===== config.mk =====
export PLATFORM = sky130hd
export DESIGN_NAME = stdtm_timer
export DESIGN_NICKNAME = d
export VERILOG_FILES = /design/src/design/stdtm_pkg.sv /design/src/design/stdtm_timer.sv
export VERILOG_INCLUDE_DIRS = /design/src /design/src/design
export SDC_FILE = /design/constraint.sdc
export NUM_CORES = 1
export LEC_CHECK = 0
export ABC_AREA = 0
export ABC_CLOCK_PERIOD_IN_PS = 5550
export BUFFER_PORTS_ARGS = -buffer_cell sky130_fd_sc_hd__buf_2
export CAP_MARGIN = 20
export CORE_MARGIN = 1.5
export CORE_UTILIZATION = 40
export DETAILED_ROUTE_END_ITERATION = 8
export GPL_ROUTABILITY_DRIVEN = 0
export HOLD_SLACK_MARGIN = 0.06
export PLACE_DENSITY = 0.64
export REMOVE_ABC_BUFFERS = 1
export SETUP_SLACK_MARGIN = 0.1
export SYNTH_ARGS = -nofsm -noshare
export SYNTH_HDL_FRONTEND = slang
export SYNTH_SLANG_ARGS = --single-unit

===== constraint.sdc =====
create_clock -name core_clk -period 5.55 [get_ports core_clk]
set_clock_uncertainty 0.15 [all_clocks]
set_input_delay 0.8325 -clock core_clk [delete_from_list [all_inputs] [get_ports core_clk]]
set_output_delay 0.8325 -clock core_clk [all_outputs]
set_load 0.02 [all_outputs]

===== src/design/stdtm_map.svh =====
`ifndef STDTM_MAP_SVH
`define STDTM_MAP_SVH

// register offsets on the byte port
`define STDTM_OFS_CTRL0 3'h0
`define STDTM_OFS_CTRL1 3'h1
`define STDTM_OFS_CNT_LO 3'h2
`define STDTM_OFS_CNT_HI 3'h3
`define STDTM_OFS_CMPA_LO 3'h4
`define STDTM_OFS_CMPA_HI 3'h5
`define STDTM_OFS_PERIOD 3'h6
`define STDTM_OFS_FLAGS 3'h7

// control byte 0 fields
`define STDTM_C0_PAUSE 7
`define STDTM_C0_CLK_HI 6
`define STDTM_C0_CLK_LO 4
`define STDTM_C0_EN 3

// control byte 1 fields
`define STDTM_C1_MODE_HI 7
`define STDTM_C1_MODE_LO 6
`define STDTM_C1_FN_HI 5
`define STDTM_C1_FN_LO 4
`define STDTM_C1_OC 3
`define STDTM_C1_POL 2
`define STDTM_C1_SWAP 1
`define STDTM_C1_CLR 0

// flag byte fields, write one to clear
`define STDTM_FL_A 0
`define STDTM_FL_P 1

// reset values
`define STDTM_RST_BYTE 8'h00
`define STDTM_RST_WORD 16'h0000

// clock source codes
`define STDTM_CK_SYS4 3'h0
`define STDTM_CK_SYS 3'h1
`define STDTM_CK_HI16 3'h2
`define STDTM_CK_HI64 3'h3
`define STDTM_CK_SUB0 3'h4
`define STDTM_CK_SUB1 3'h5
`define STDTM_CK_EXTR 3'h6
`define STDTM_CK_EXTF 3'h7

// prescaler terminal counts
`define STDTM_SYS4_LAST 2'h3
`define STDTM_HI16_LAST 4'hf
`define STDTM_HI64_LAST 6'h3f

// pin function codes
`define STDTM_FN_00 2'h0
`define STDTM_FN_01 2'h1
`define STDTM_FN_10 2'h2
`define STDTM_FN_11 2'h3

`endif


===== src/design/stdtm_pkg.sv =====
package stdtm_pkg;

  typedef enum logic [1:0]
  {
    STDTM_MODE_CMP = 2'h0,
    STDTM_MODE_CAP = 2'h1,
    STDTM_MODE_PWM = 2'h2,
    STDTM_MODE_TMR = 2'h3
  } stdtm_mode_t;

  typedef struct packed
  {
    logic pause;
    logic [2:0] clkSrc;
    logic enable;
  } stdtm_ctrl0_t;

  typedef struct packed
  {
    stdtm_mode_t mode;
    logic [1:0] pinFn;
    logic outCtrl;
    logic polarity;
    logic swap;
    logic clrSel;
  } stdtm_ctrl1_t;

  typedef struct packed
  {
    logic p;
    logic a;
  } stdtm_flags_t;

endpackage


===== src/design/stdtm_timer.sv =====
// Chosen here: the placing of the registers and the address-and-strobe port.
`timescale 1ns/1ps
`include "stdtm_map.svh"

// How it works
// [RQ1] counter readable as two read-only bytes, low then high, zero at reset
// [RQ2] compare A held in two read/write bytes, zero at reset
// [RQ3] period byte compared with counter high byte, span value times 256
// [RQ4] period zero lets the counter wrap at its maximum
// [RQ5] clear-select low clears the counter on a period match
// [RQ6] mode 00 compare output, 11 timer, 10 with function 10 pwm
// [RQ7] compare mode, clear-select low: period match clears, both flags raised
// [RQ8] compare mode, clear-select high: A match clears, only A flag raised
// [RQ9] software must not write compare A zero in compare output mode
// [RQ10] compare A zero: wrap at ffff, no A flag
// [RQ11] compare mode pin changes only on an A match
// [RQ12] A match drives pin low, high, toggles or holds per function
// [RQ13] enable rising edge loads the pin with the initial level
// [RQ14] timer mode counts like compare mode but leaves the pin undriven
// [RQ15] pwm ignores clear-select; swap picks period and duty registers
// [RQ16] swap zero: period from period byte, duty from compare A
// [RQ17] swap one: period from compare A, duty from period byte span
// [RQ18] duty at or above period gives full duty
// [RQ19] pwm raises A flag on A match and P flag on P match
// [RQ20] pwm pin function passes waveform or forces inactive or active
// [RQ21] pwm counting and flags keep running while the pin is forced
// [RQ22] polarity bit inverts the pin level
// [RQ23] enable rise zeroes the counter; enable low freezes it
// [RQ24] pause holds the counter, release resumes from that value
// [RQ25] three-bit field selects the counter clock source
// [RQ26] compare function: 00 hold, 01 low, 10 high, 11 toggle
// [RQ27] counter steps by one per selected tick, compares use new value
// [RQ28] flags stay set until software clears them
module stdtm_timer
(
  input wire logic core_clk,
  input wire logic srst,
  input wire logic clkEn,
  input wire logic [2:0] regAddr,
  input wire logic [7:0] regWdata,
  input wire logic regWr,
  input wire logic regRd,
  output logic [7:0] regRdata,
  input wire logic highClkTick,
  input wire logic subClkTick,
  input wire logic externalClockPin,
  output logic timerOutputPin,
  output logic timerOutputPinOe,
  output logic compareAFlag,
  output logic comparePFlag
);

  stdtm_pkg::stdtm_ctrl0_t ctrl0_r;
  stdtm_pkg::stdtm_ctrl1_t ctrl1_r;
  stdtm_pkg::stdtm_flags_t flags_r;
  logic [15:0] count_r;
  logic [15:0] count_nxt;
  logic [15:0] compareA_r;
  logic [7:0] period_r;
  logic [7:0] rdata_r;
  logic [1:0] sysDiv_r;
  logic [5:0] hiDiv_r;
  logic extSync1_r;
  logic extSync2_r;
  logic extPrev_r;
  logic enPrev_r;
  logic pinState_r;
  logic pinOut_r;
  logic pinOe_r;
  logic tick;
  logic running;
  logic enRise;
  logic [15:0] countInc;
  logic matchA;
  logic matchP;
  logic clearCount;
  logic setA;
  logic setP;
  logic isPwm;
  logic [16:0] duty;
  logic pwmActive;
  logic pinLevel;

  // span of the period byte in counter clocks, zero means a full wrap
  function automatic logic [16:0] spanOf(input logic [7:0] rp);
    begin
      if (rp == 8'h00)
      begin
        spanOf = 17'h10000;
      end
      else
      begin
        spanOf = {1'b0, rp, 8'h00};
      end
    end
  endfunction

  function automatic logic wrHit(input logic [2:0] ofs, input logic [2:0] a,
                                 input logic wr);
    begin
      wrHit = wr && (a == ofs);
    end
  endfunction

  // prescalers run freely so a source switch needs no restart
  always_ff @(posedge core_clk)
  begin
    if (srst)
    begin
      sysDiv_r <= 2'h0;
      hiDiv_r <= 6'h00;
    end
    else if (clkEn)
    begin
      sysDiv_r <= sysDiv_r + 2'h1;
      if (highClkTick)
      begin
        hiDiv_r <= hiDiv_r + 6'h01;
      end
    end
  end

  // external clock pin is asynchronous, two stages before the edge check
  always_ff @(posedge core_clk)
  begin
    if (srst)
    begin
      extSync1_r <= 1'b0;
      extSync2_r <= 1'b0;
      extPrev_r <= 1'b0;
    end
    else if (clkEn)
    begin
      extSync1_r <= externalClockPin;
      extSync2_r <= extSync1_r;
      extPrev_r <= extSync2_r;
    end
  end

  always_comb
  begin
    tick = 1'b0;
    unique case (ctrl0_r.clkSrc) // [RQ25]
      `STDTM_CK_SYS4:
        tick = (sysDiv_r == `STDTM_SYS4_LAST);
      `STDTM_CK_SYS:
        tick = 1'b1;
      `STDTM_CK_HI16:
        tick = highClkTick && (hiDiv_r[3:0] == `STDTM_HI16_LAST);
      `STDTM_CK_HI64:
        tick = highClkTick && (hiDiv_r == `STDTM_HI64_LAST);
      `STDTM_CK_SUB0,
      `STDTM_CK_SUB1:
        tick = subClkTick;
      `STDTM_CK_EXTR:
        tick = extSync2_r && !extPrev_r;
      `STDTM_CK_EXTF:
        tick = !extSync2_r && extPrev_r;
    endcase
  end

  assign enRise = ctrl0_r.enable && !enPrev_r;
  // residual count must not match in the enable-rise cycle
  assign running = ctrl0_r.enable && !ctrl0_r.pause && tick // [RQ24]
                   && !enRise; // [RQ23]
  assign isPwm = (ctrl1_r.mode == stdtm_pkg::STDTM_MODE_PWM);
  assign countInc = count_r + 16'h0001; // [RQ27]

  // compare A zero never matches, so the counter wraps at ffff
  assign matchA = running && (compareA_r != `STDTM_RST_WORD)
                  && (countInc == compareA_r); // [RQ10]
  // high byte only; period zero matches at the natural wrap
  assign matchP = running && (countInc[15:8] == period_r)
                  && (countInc[7:0] == 8'h00); // [RQ3] [RQ4]

  always_comb
  begin
    clearCount = 1'b0;
    setA = 1'b0;
    setP = 1'b0;
    if (isPwm)
    begin
      // clear-select is ignored here
      clearCount = ctrl1_r.swap ? matchA : matchP; // [RQ15]
      setA = matchA; // [RQ19] [RQ21]
      setP = matchP; // [RQ19]
    end
    else if (ctrl1_r.clrSel)
    begin
      clearCount = matchA; // [RQ8]
      setA = matchA; // [RQ8]
      setP = 1'b0; // [RQ8]
    end
    else
    begin
      clearCount = matchP; // [RQ5] [RQ7]
      setA = matchA; // [RQ7]
      setP = matchP; // [RQ7] [RQ14]
    end
  end

  always_comb
  begin
    count_nxt = count_r;
    if (enRise)
    begin
      count_nxt = `STDTM_RST_WORD; // [RQ23]
    end
    else if (running)
    begin
      count_nxt = clearCount ? `STDTM_RST_WORD : countInc; // [RQ27]
    end
  end

  always_ff @(posedge core_clk)
  begin
    if (srst)
    begin
      count_r <= `STDTM_RST_WORD; // [RQ1]
      enPrev_r <= 1'b0;
    end
    else if (clkEn)
    begin
      count_r <= count_nxt; // [RQ23] [RQ24]
      enPrev_r <= ctrl0_r.enable;
    end
  end

  // control and compare registers
  always_ff @(posedge core_clk)
  begin
    if (srst)
    begin
      ctrl0_r <= 5'(`STDTM_RST_BYTE);
      ctrl1_r <= `STDTM_RST_BYTE;
      compareA_r <= `STDTM_RST_WORD; // [RQ2]
      period_r <= `STDTM_RST_BYTE;
    end
    else if (clkEn)
    begin
      if (wrHit(`STDTM_OFS_CTRL0, regAddr, regWr))
      begin
        ctrl0_r <= regWdata[`STDTM_C0_PAUSE:`STDTM_C0_EN];
      end
      if (wrHit(`STDTM_OFS_CTRL1, regAddr, regWr))
      begin
        ctrl1_r <= regWdata;
      end
      // zero in compare output mode is a software fault, not trapped
      if (wrHit(`STDTM_OFS_CMPA_LO, regAddr, regWr))
      begin
        compareA_r[7:0] <= regWdata; // [RQ2] [RQ9]
      end
      if (wrHit(`STDTM_OFS_CMPA_HI, regAddr, regWr))
      begin
        compareA_r[15:8] <= regWdata; // [RQ2]
      end
      if (wrHit(`STDTM_OFS_PERIOD, regAddr, regWr))
      begin
        period_r <= regWdata;
      end
    end
  end

  // a match in the clearing cycle wins over the clear
  always_ff @(posedge core_clk)
  begin
    if (srst)
    begin
      flags_r <= 2'h0;
    end
    else if (clkEn)
    begin
      if (setA)
      begin
        flags_r.a <= 1'b1; // [RQ28]
      end
      else if (wrHit(`STDTM_OFS_FLAGS, regAddr, regWr)
               && regWdata[`STDTM_FL_A])
      begin
        flags_r.a <= 1'b0; // [RQ28]
      end
      if (setP)
      begin
        flags_r.p <= 1'b1; // [RQ28]
      end
      else if (wrHit(`STDTM_OFS_FLAGS, regAddr, regWr)
               && regWdata[`STDTM_FL_P])
      begin
        flags_r.p <= 1'b0; // [RQ28]
      end
    end
  end

  // compare output pin state, loaded at enable rise, else moved only by the A match
  always_ff @(posedge core_clk)
  begin
    if (srst)
    begin
      pinState_r <= 1'b0;
    end
    else if (clkEn)
    begin
      if (enRise)
      begin
        pinState_r <= ctrl1_r.outCtrl; // [RQ13]
      end
      else if (setA && !isPwm) // [RQ11]
      begin
        unique case (ctrl1_r.pinFn) // [RQ12] [RQ26]
          `STDTM_FN_00:
            pinState_r <= pinState_r;
          `STDTM_FN_01:
            pinState_r <= 1'b0;
          `STDTM_FN_10:
            pinState_r <= 1'b1;
          `STDTM_FN_11:
            pinState_r <= !pinState_r;
        endcase
      end
    end
  end

  // pwm duty in counter clocks; 17 bits so a full wrap compares cleanly
  always_comb
  begin
    if (ctrl1_r.swap)
    begin
      duty = spanOf(period_r); // [RQ17]
    end
    else
    begin
      duty = {1'b0, compareA_r}; // [RQ16]
    end
  end

  // the counter never reaches the period, so duty >= period stays active
  assign pwmActive = ({1'b0, count_r} < duty); // [RQ18]

  always_comb
  begin
    pinLevel = pinState_r;
    if (isPwm)
    begin
      unique case (ctrl1_r.pinFn) // [RQ20]
        `STDTM_FN_00:
          pinLevel = !ctrl1_r.outCtrl;
        `STDTM_FN_01:
          pinLevel = ctrl1_r.outCtrl;
        `STDTM_FN_10:
          pinLevel = pwmActive ? ctrl1_r.outCtrl : !ctrl1_r.outCtrl;
        `STDTM_FN_11:
          pinLevel = !ctrl1_r.outCtrl;
      endcase
    end
  end

  // pin released in timer and capture modes
  always_ff @(posedge core_clk)
  begin
    if (srst)
    begin
      pinOut_r <= 1'b0;
      pinOe_r <= 1'b0;
    end
    else if (clkEn)
    begin
      pinOut_r <= pinLevel ^ ctrl1_r.polarity; // [RQ22]
      pinOe_r <= (ctrl1_r.mode == stdtm_pkg::STDTM_MODE_CMP)
                 || isPwm; // [RQ6] [RQ14]
    end
  end

  // read data stands one cycle after the strobe, zero otherwise
  always_ff @(posedge core_clk)
  begin
    if (srst)
    begin
      rdata_r <= `STDTM_RST_BYTE;
    end
    else if (clkEn)
    begin
      rdata_r <= `STDTM_RST_BYTE;
      if (regRd)
      begin
        unique case (regAddr)
          `STDTM_OFS_CTRL0:
            rdata_r <= {ctrl0_r, 3'h0};
          `STDTM_OFS_CTRL1:
            rdata_r <= ctrl1_r;
          `STDTM_OFS_CNT_LO:
            rdata_r <= count_r[7:0]; // [RQ1]
          `STDTM_OFS_CNT_HI:
            rdata_r <= count_r[15:8]; // [RQ1]
          `STDTM_OFS_CMPA_LO:
            rdata_r <= compareA_r[7:0];
          `STDTM_OFS_CMPA_HI:
            rdata_r <= compareA_r[15:8];
          `STDTM_OFS_PERIOD:
            rdata_r <= period_r;
          `STDTM_OFS_FLAGS:
            rdata_r <= {6'h00, flags_r};
        endcase
      end
    end
  end

  assign regRdata = rdata_r;
  assign timerOutputPin = pinOut_r;
  assign timerOutputPinOe = pinOe_r;
  assign compareAFlag = flags_r.a;
  assign comparePFlag = flags_r.p;

endmodule


==> reports/metrics.csv <==
metric,value,unit
DR WL met3,985,microns
WL met2,6.71,mm
Num CTS Buffers,9,
"FF+latch count, synth",78,
violation count after the first detailed-route iteration,459,
Port-buffer cells,30,
die width,117,microns
vias in the first global route,4363,
register area,1560,sq um
NumNets Final,664,
Die Y,117,microns
hold endpoint,regRdata[5],
"Distinct cells, synth",65,
gr ovfl total,0,
fraction of layout cells with a size suffix above 1,9.74,%
Gate Count Post-Synth,623,
Pwr Density,223,nW/um^2
Worst Path Arrival,4.29,ns
# hold bufs at CTS,0,
Worst-path clk slew,0.07,ns
unrepaired setup endpoints after global routing,no,
CP Data Required Time,5.66,ns
total power,0.00126,W
first-pass GRT wire length,24.0,mm
crit share post-route,75.4,%
Routed WL,15.1,mm
"Cell Chain, Critical Path",ha_1 > and4_1 > or4b_1 > mux2i_1 > a2111oi_1 > and4b_1 > a31o_4 > nor3_2 > nand2_1 > o31ai_1,
leakage power,2.15,nW
largest net degree at the start of global routing,71,
# resized after CTS,0,
Filler cells,1314,
htree depth,3,
Synth Flop Type,dfxtp_1,
fmax,239,MHz
R2R depth,10,
Max clock buf depth,2,
Core ar.,12600,sq um
multi-input logic area,3360,sq um
asr flop ratio synth,0,%
slowest CP cell,nor3_2,
worst hold-check path type,register to register,
Worst setup SP type,register,
Final WS setup,1.37,ns
met1 WL,6.66,mm
Residual DRC,0,
Initial Util,40.9,%
worst r2r dst,count_r[6],
number of synthesized flops with an enable pin,0,
TNS Setup,0,ns
die footprint,13600,sq um
Netlist Area Pre-Place,5160,sq um
initial antenna violation count,0,
worst relative slew slack,31.8,%
top metal layer carrying routed signals,met4,
worst hold start,regRdata[5],
r2r startpoint,count_r[0],
critical path peak fanout,14,
Mapped Avg Cell Area,8.29,sq um
Reg2Reg Setup Slack,1.37,ns
maxcap violations,0,
Area Overhead vs Synth,9.21,%
Total GRT Usage,23.3,%
measured slew at the worst slew-check pin,1.02,ns
Vias/cell,5.98,
fin. max-slew vios,0,
VDD IR max,219,uV
Routed wire per std cell,18.9,microns
Final ANT Viol Nets,0,
site row count,41,
Worst-Skew Late Latency,0.35,ns
# Post-CTS Setup Buffers,0,
drt first pass iters,5,
Crit Path Class,register to register,
# diodes,0,
Hold Path Depth,2,
post-DP HPWL,11.1,mm
Clk Tree Root Cell,clkbuf_16,
TritonCTS clock tree,yes,
Ys Warns,0,
via count,4776,
CP max stage delay,0.66,ns
IO Pins,31,
# setup viols final,0,
CTS sink count,78,
post-placement setup slack,1.45,ns
min cycle time layout,4.18,ns
status,"complete, no violations",
"Seq/Total Area, Yosys",30.2,%
"Hold Vio Cnt, Final",0,
crit end category,register,
[final cells by class]
| cell class | count | share of cell area [%] |
|---|---|---|
| Multi-Input combinational cell | 487 | 59.5 |
| Sequential cell | 78 | 27.7 |
| Clock buffer | 9 | 3.99 |
| Inverter | 14 | 0.932 |
| Tap cell | 172 | 3.82 |
| Timing Repair Buffer | 32 | 2.93 |
| Clock inverter | 6 | 1.13 |
[worst max-delay path by stage]
stage                     from          end  slack (ns)  cells after the start
detailed placement  count_r[0]   count_r[6]        1.45                     10
global placement    count_r[0]  count_r[14]        1.59                     10
CTS                 count_r[0]   count_r[6]        1.44                     10
global route        count_r[0]   count_r[6]        1.11                     10
finish              count_r[0]   count_r[6]        1.37                     10
floorplan           count_r[0]  count_r[13]        2.13                     10
[synthesized netlist by cell type, drive strengths merged, types with 4 or more instances]
library cell / number / share of area (%)
inv: 14 / 1.0
nand3: 17 / 1.6
nand4: 13 / 1.7
or3: 8 / 0.97
mux2i: 64 / 12
o21ai: 12 / 1.2
a21oi: 37 / 3.6
nor3: 8 / 0.97
a31oi: 6 / 0.73
nor2: 87 / 6.3
ha: 23 / 5.6
nor4: 11 / 1.6
nand2b: 17 / 2.1
xor2: 11 / 1.9
a22o: 9 / 1.5
a2111oi: 5 / 0.87
buf: 25 / 2.4
o2111ai: 6 / 1.0
nand2: 47 / 3.4
clkbuf: 19 / 1.4
nor2b: 6 / 0.73
o31ai: 5 / 0.73
and3: 4 / 0.48
a21o: 13 / 1.9
dfxtp: 78 / 30
xnor2: 22 / 3.7
a211oi: 8 / 1.2
[logic make-up after synthesis]
group	count (synthesis)	synth area share [%]
simple gates	234	22.6
compound gates	128	17.3
flops	78	30.2
mux	69	13.9
buf+inv	58	4.77
xor+xnor	33	5.60
fa+ha+maj	23	5.57
[stage by stage]
stage	utilization, %	cells	area, sq um	hold slack [ns]
floorplan	-	579	4970	0.298
global placement	42.4	783	5350	0.304
detailed placement	42.4	783	5350	0.313
CTS	44.7	798	5640	0.322
global route	44.7	798	5640	0.335
finish	44.7	798	5640	0.318
[worst max-delay path: cells and delay by family, from the launching register on]
family	cells	cell delay [ns]
AOI/OAI and AO/OA	3	0.58
and+or+nand+nor	5	2.16
adders and majority gates	1	0.37
muxes	1	0.23
DFF	1	0.60
[sequential cells by signal, indices dropped and copies added (netlist names)]
signal	cells
compareAFlag	1
compareA_r	16
comparePFlag	1
count_r	16
ctrl0_r	5
ctrl1_r	8
enPrev_r	1
extPrev_r	1
extSync1_r	1
extSync2_r	1
hiDiv_r	6
period_r	8
pinState_r	1
regRdata	8
sysDiv_r	2
timerOutputPin	1
timerOutputPinOe	1
[metal layers]
| metal | vias to the layer above | global-route usage, % |
|---|---|---|
| met2 | 200 | 35.6 |
| met1 | 2281 | 31.1 |
| met5 | - | 0 |
| met3 | 48 | 4.31 |
| li1 | 2247 | - |
| met4 | 0 | 12.9 |
[where the power goes]
part / leakage (nW) / switching [W] / total, W / internal, W
registers: 0.630 / 0.0000105 / 0.000579 / 0.000568
clock network: 0.137 / 0.000241 / 0.000586 / 0.000345
logic: 1.39 / 0.0000614 / 0.0000954 / 0.0000340
total: 2.15 / 0.000313 / 0.00126 / 0.000947
[layout by cell type (no fill, tap or decap), types with 17 or more instances in the layout]
cell type,netlist,layout
nor2_1,87,87
dfxtp_1,78,78
mux2i_1,64,64
nand2_1,47,47
a21oi_1,37,37
buf_2,11,30
ha_1,23,23
xnor2_1,22,22
nand2b_1,17,17
nand3_1,17,17
No activity file was read; power rests on OpenSTA's default activity.
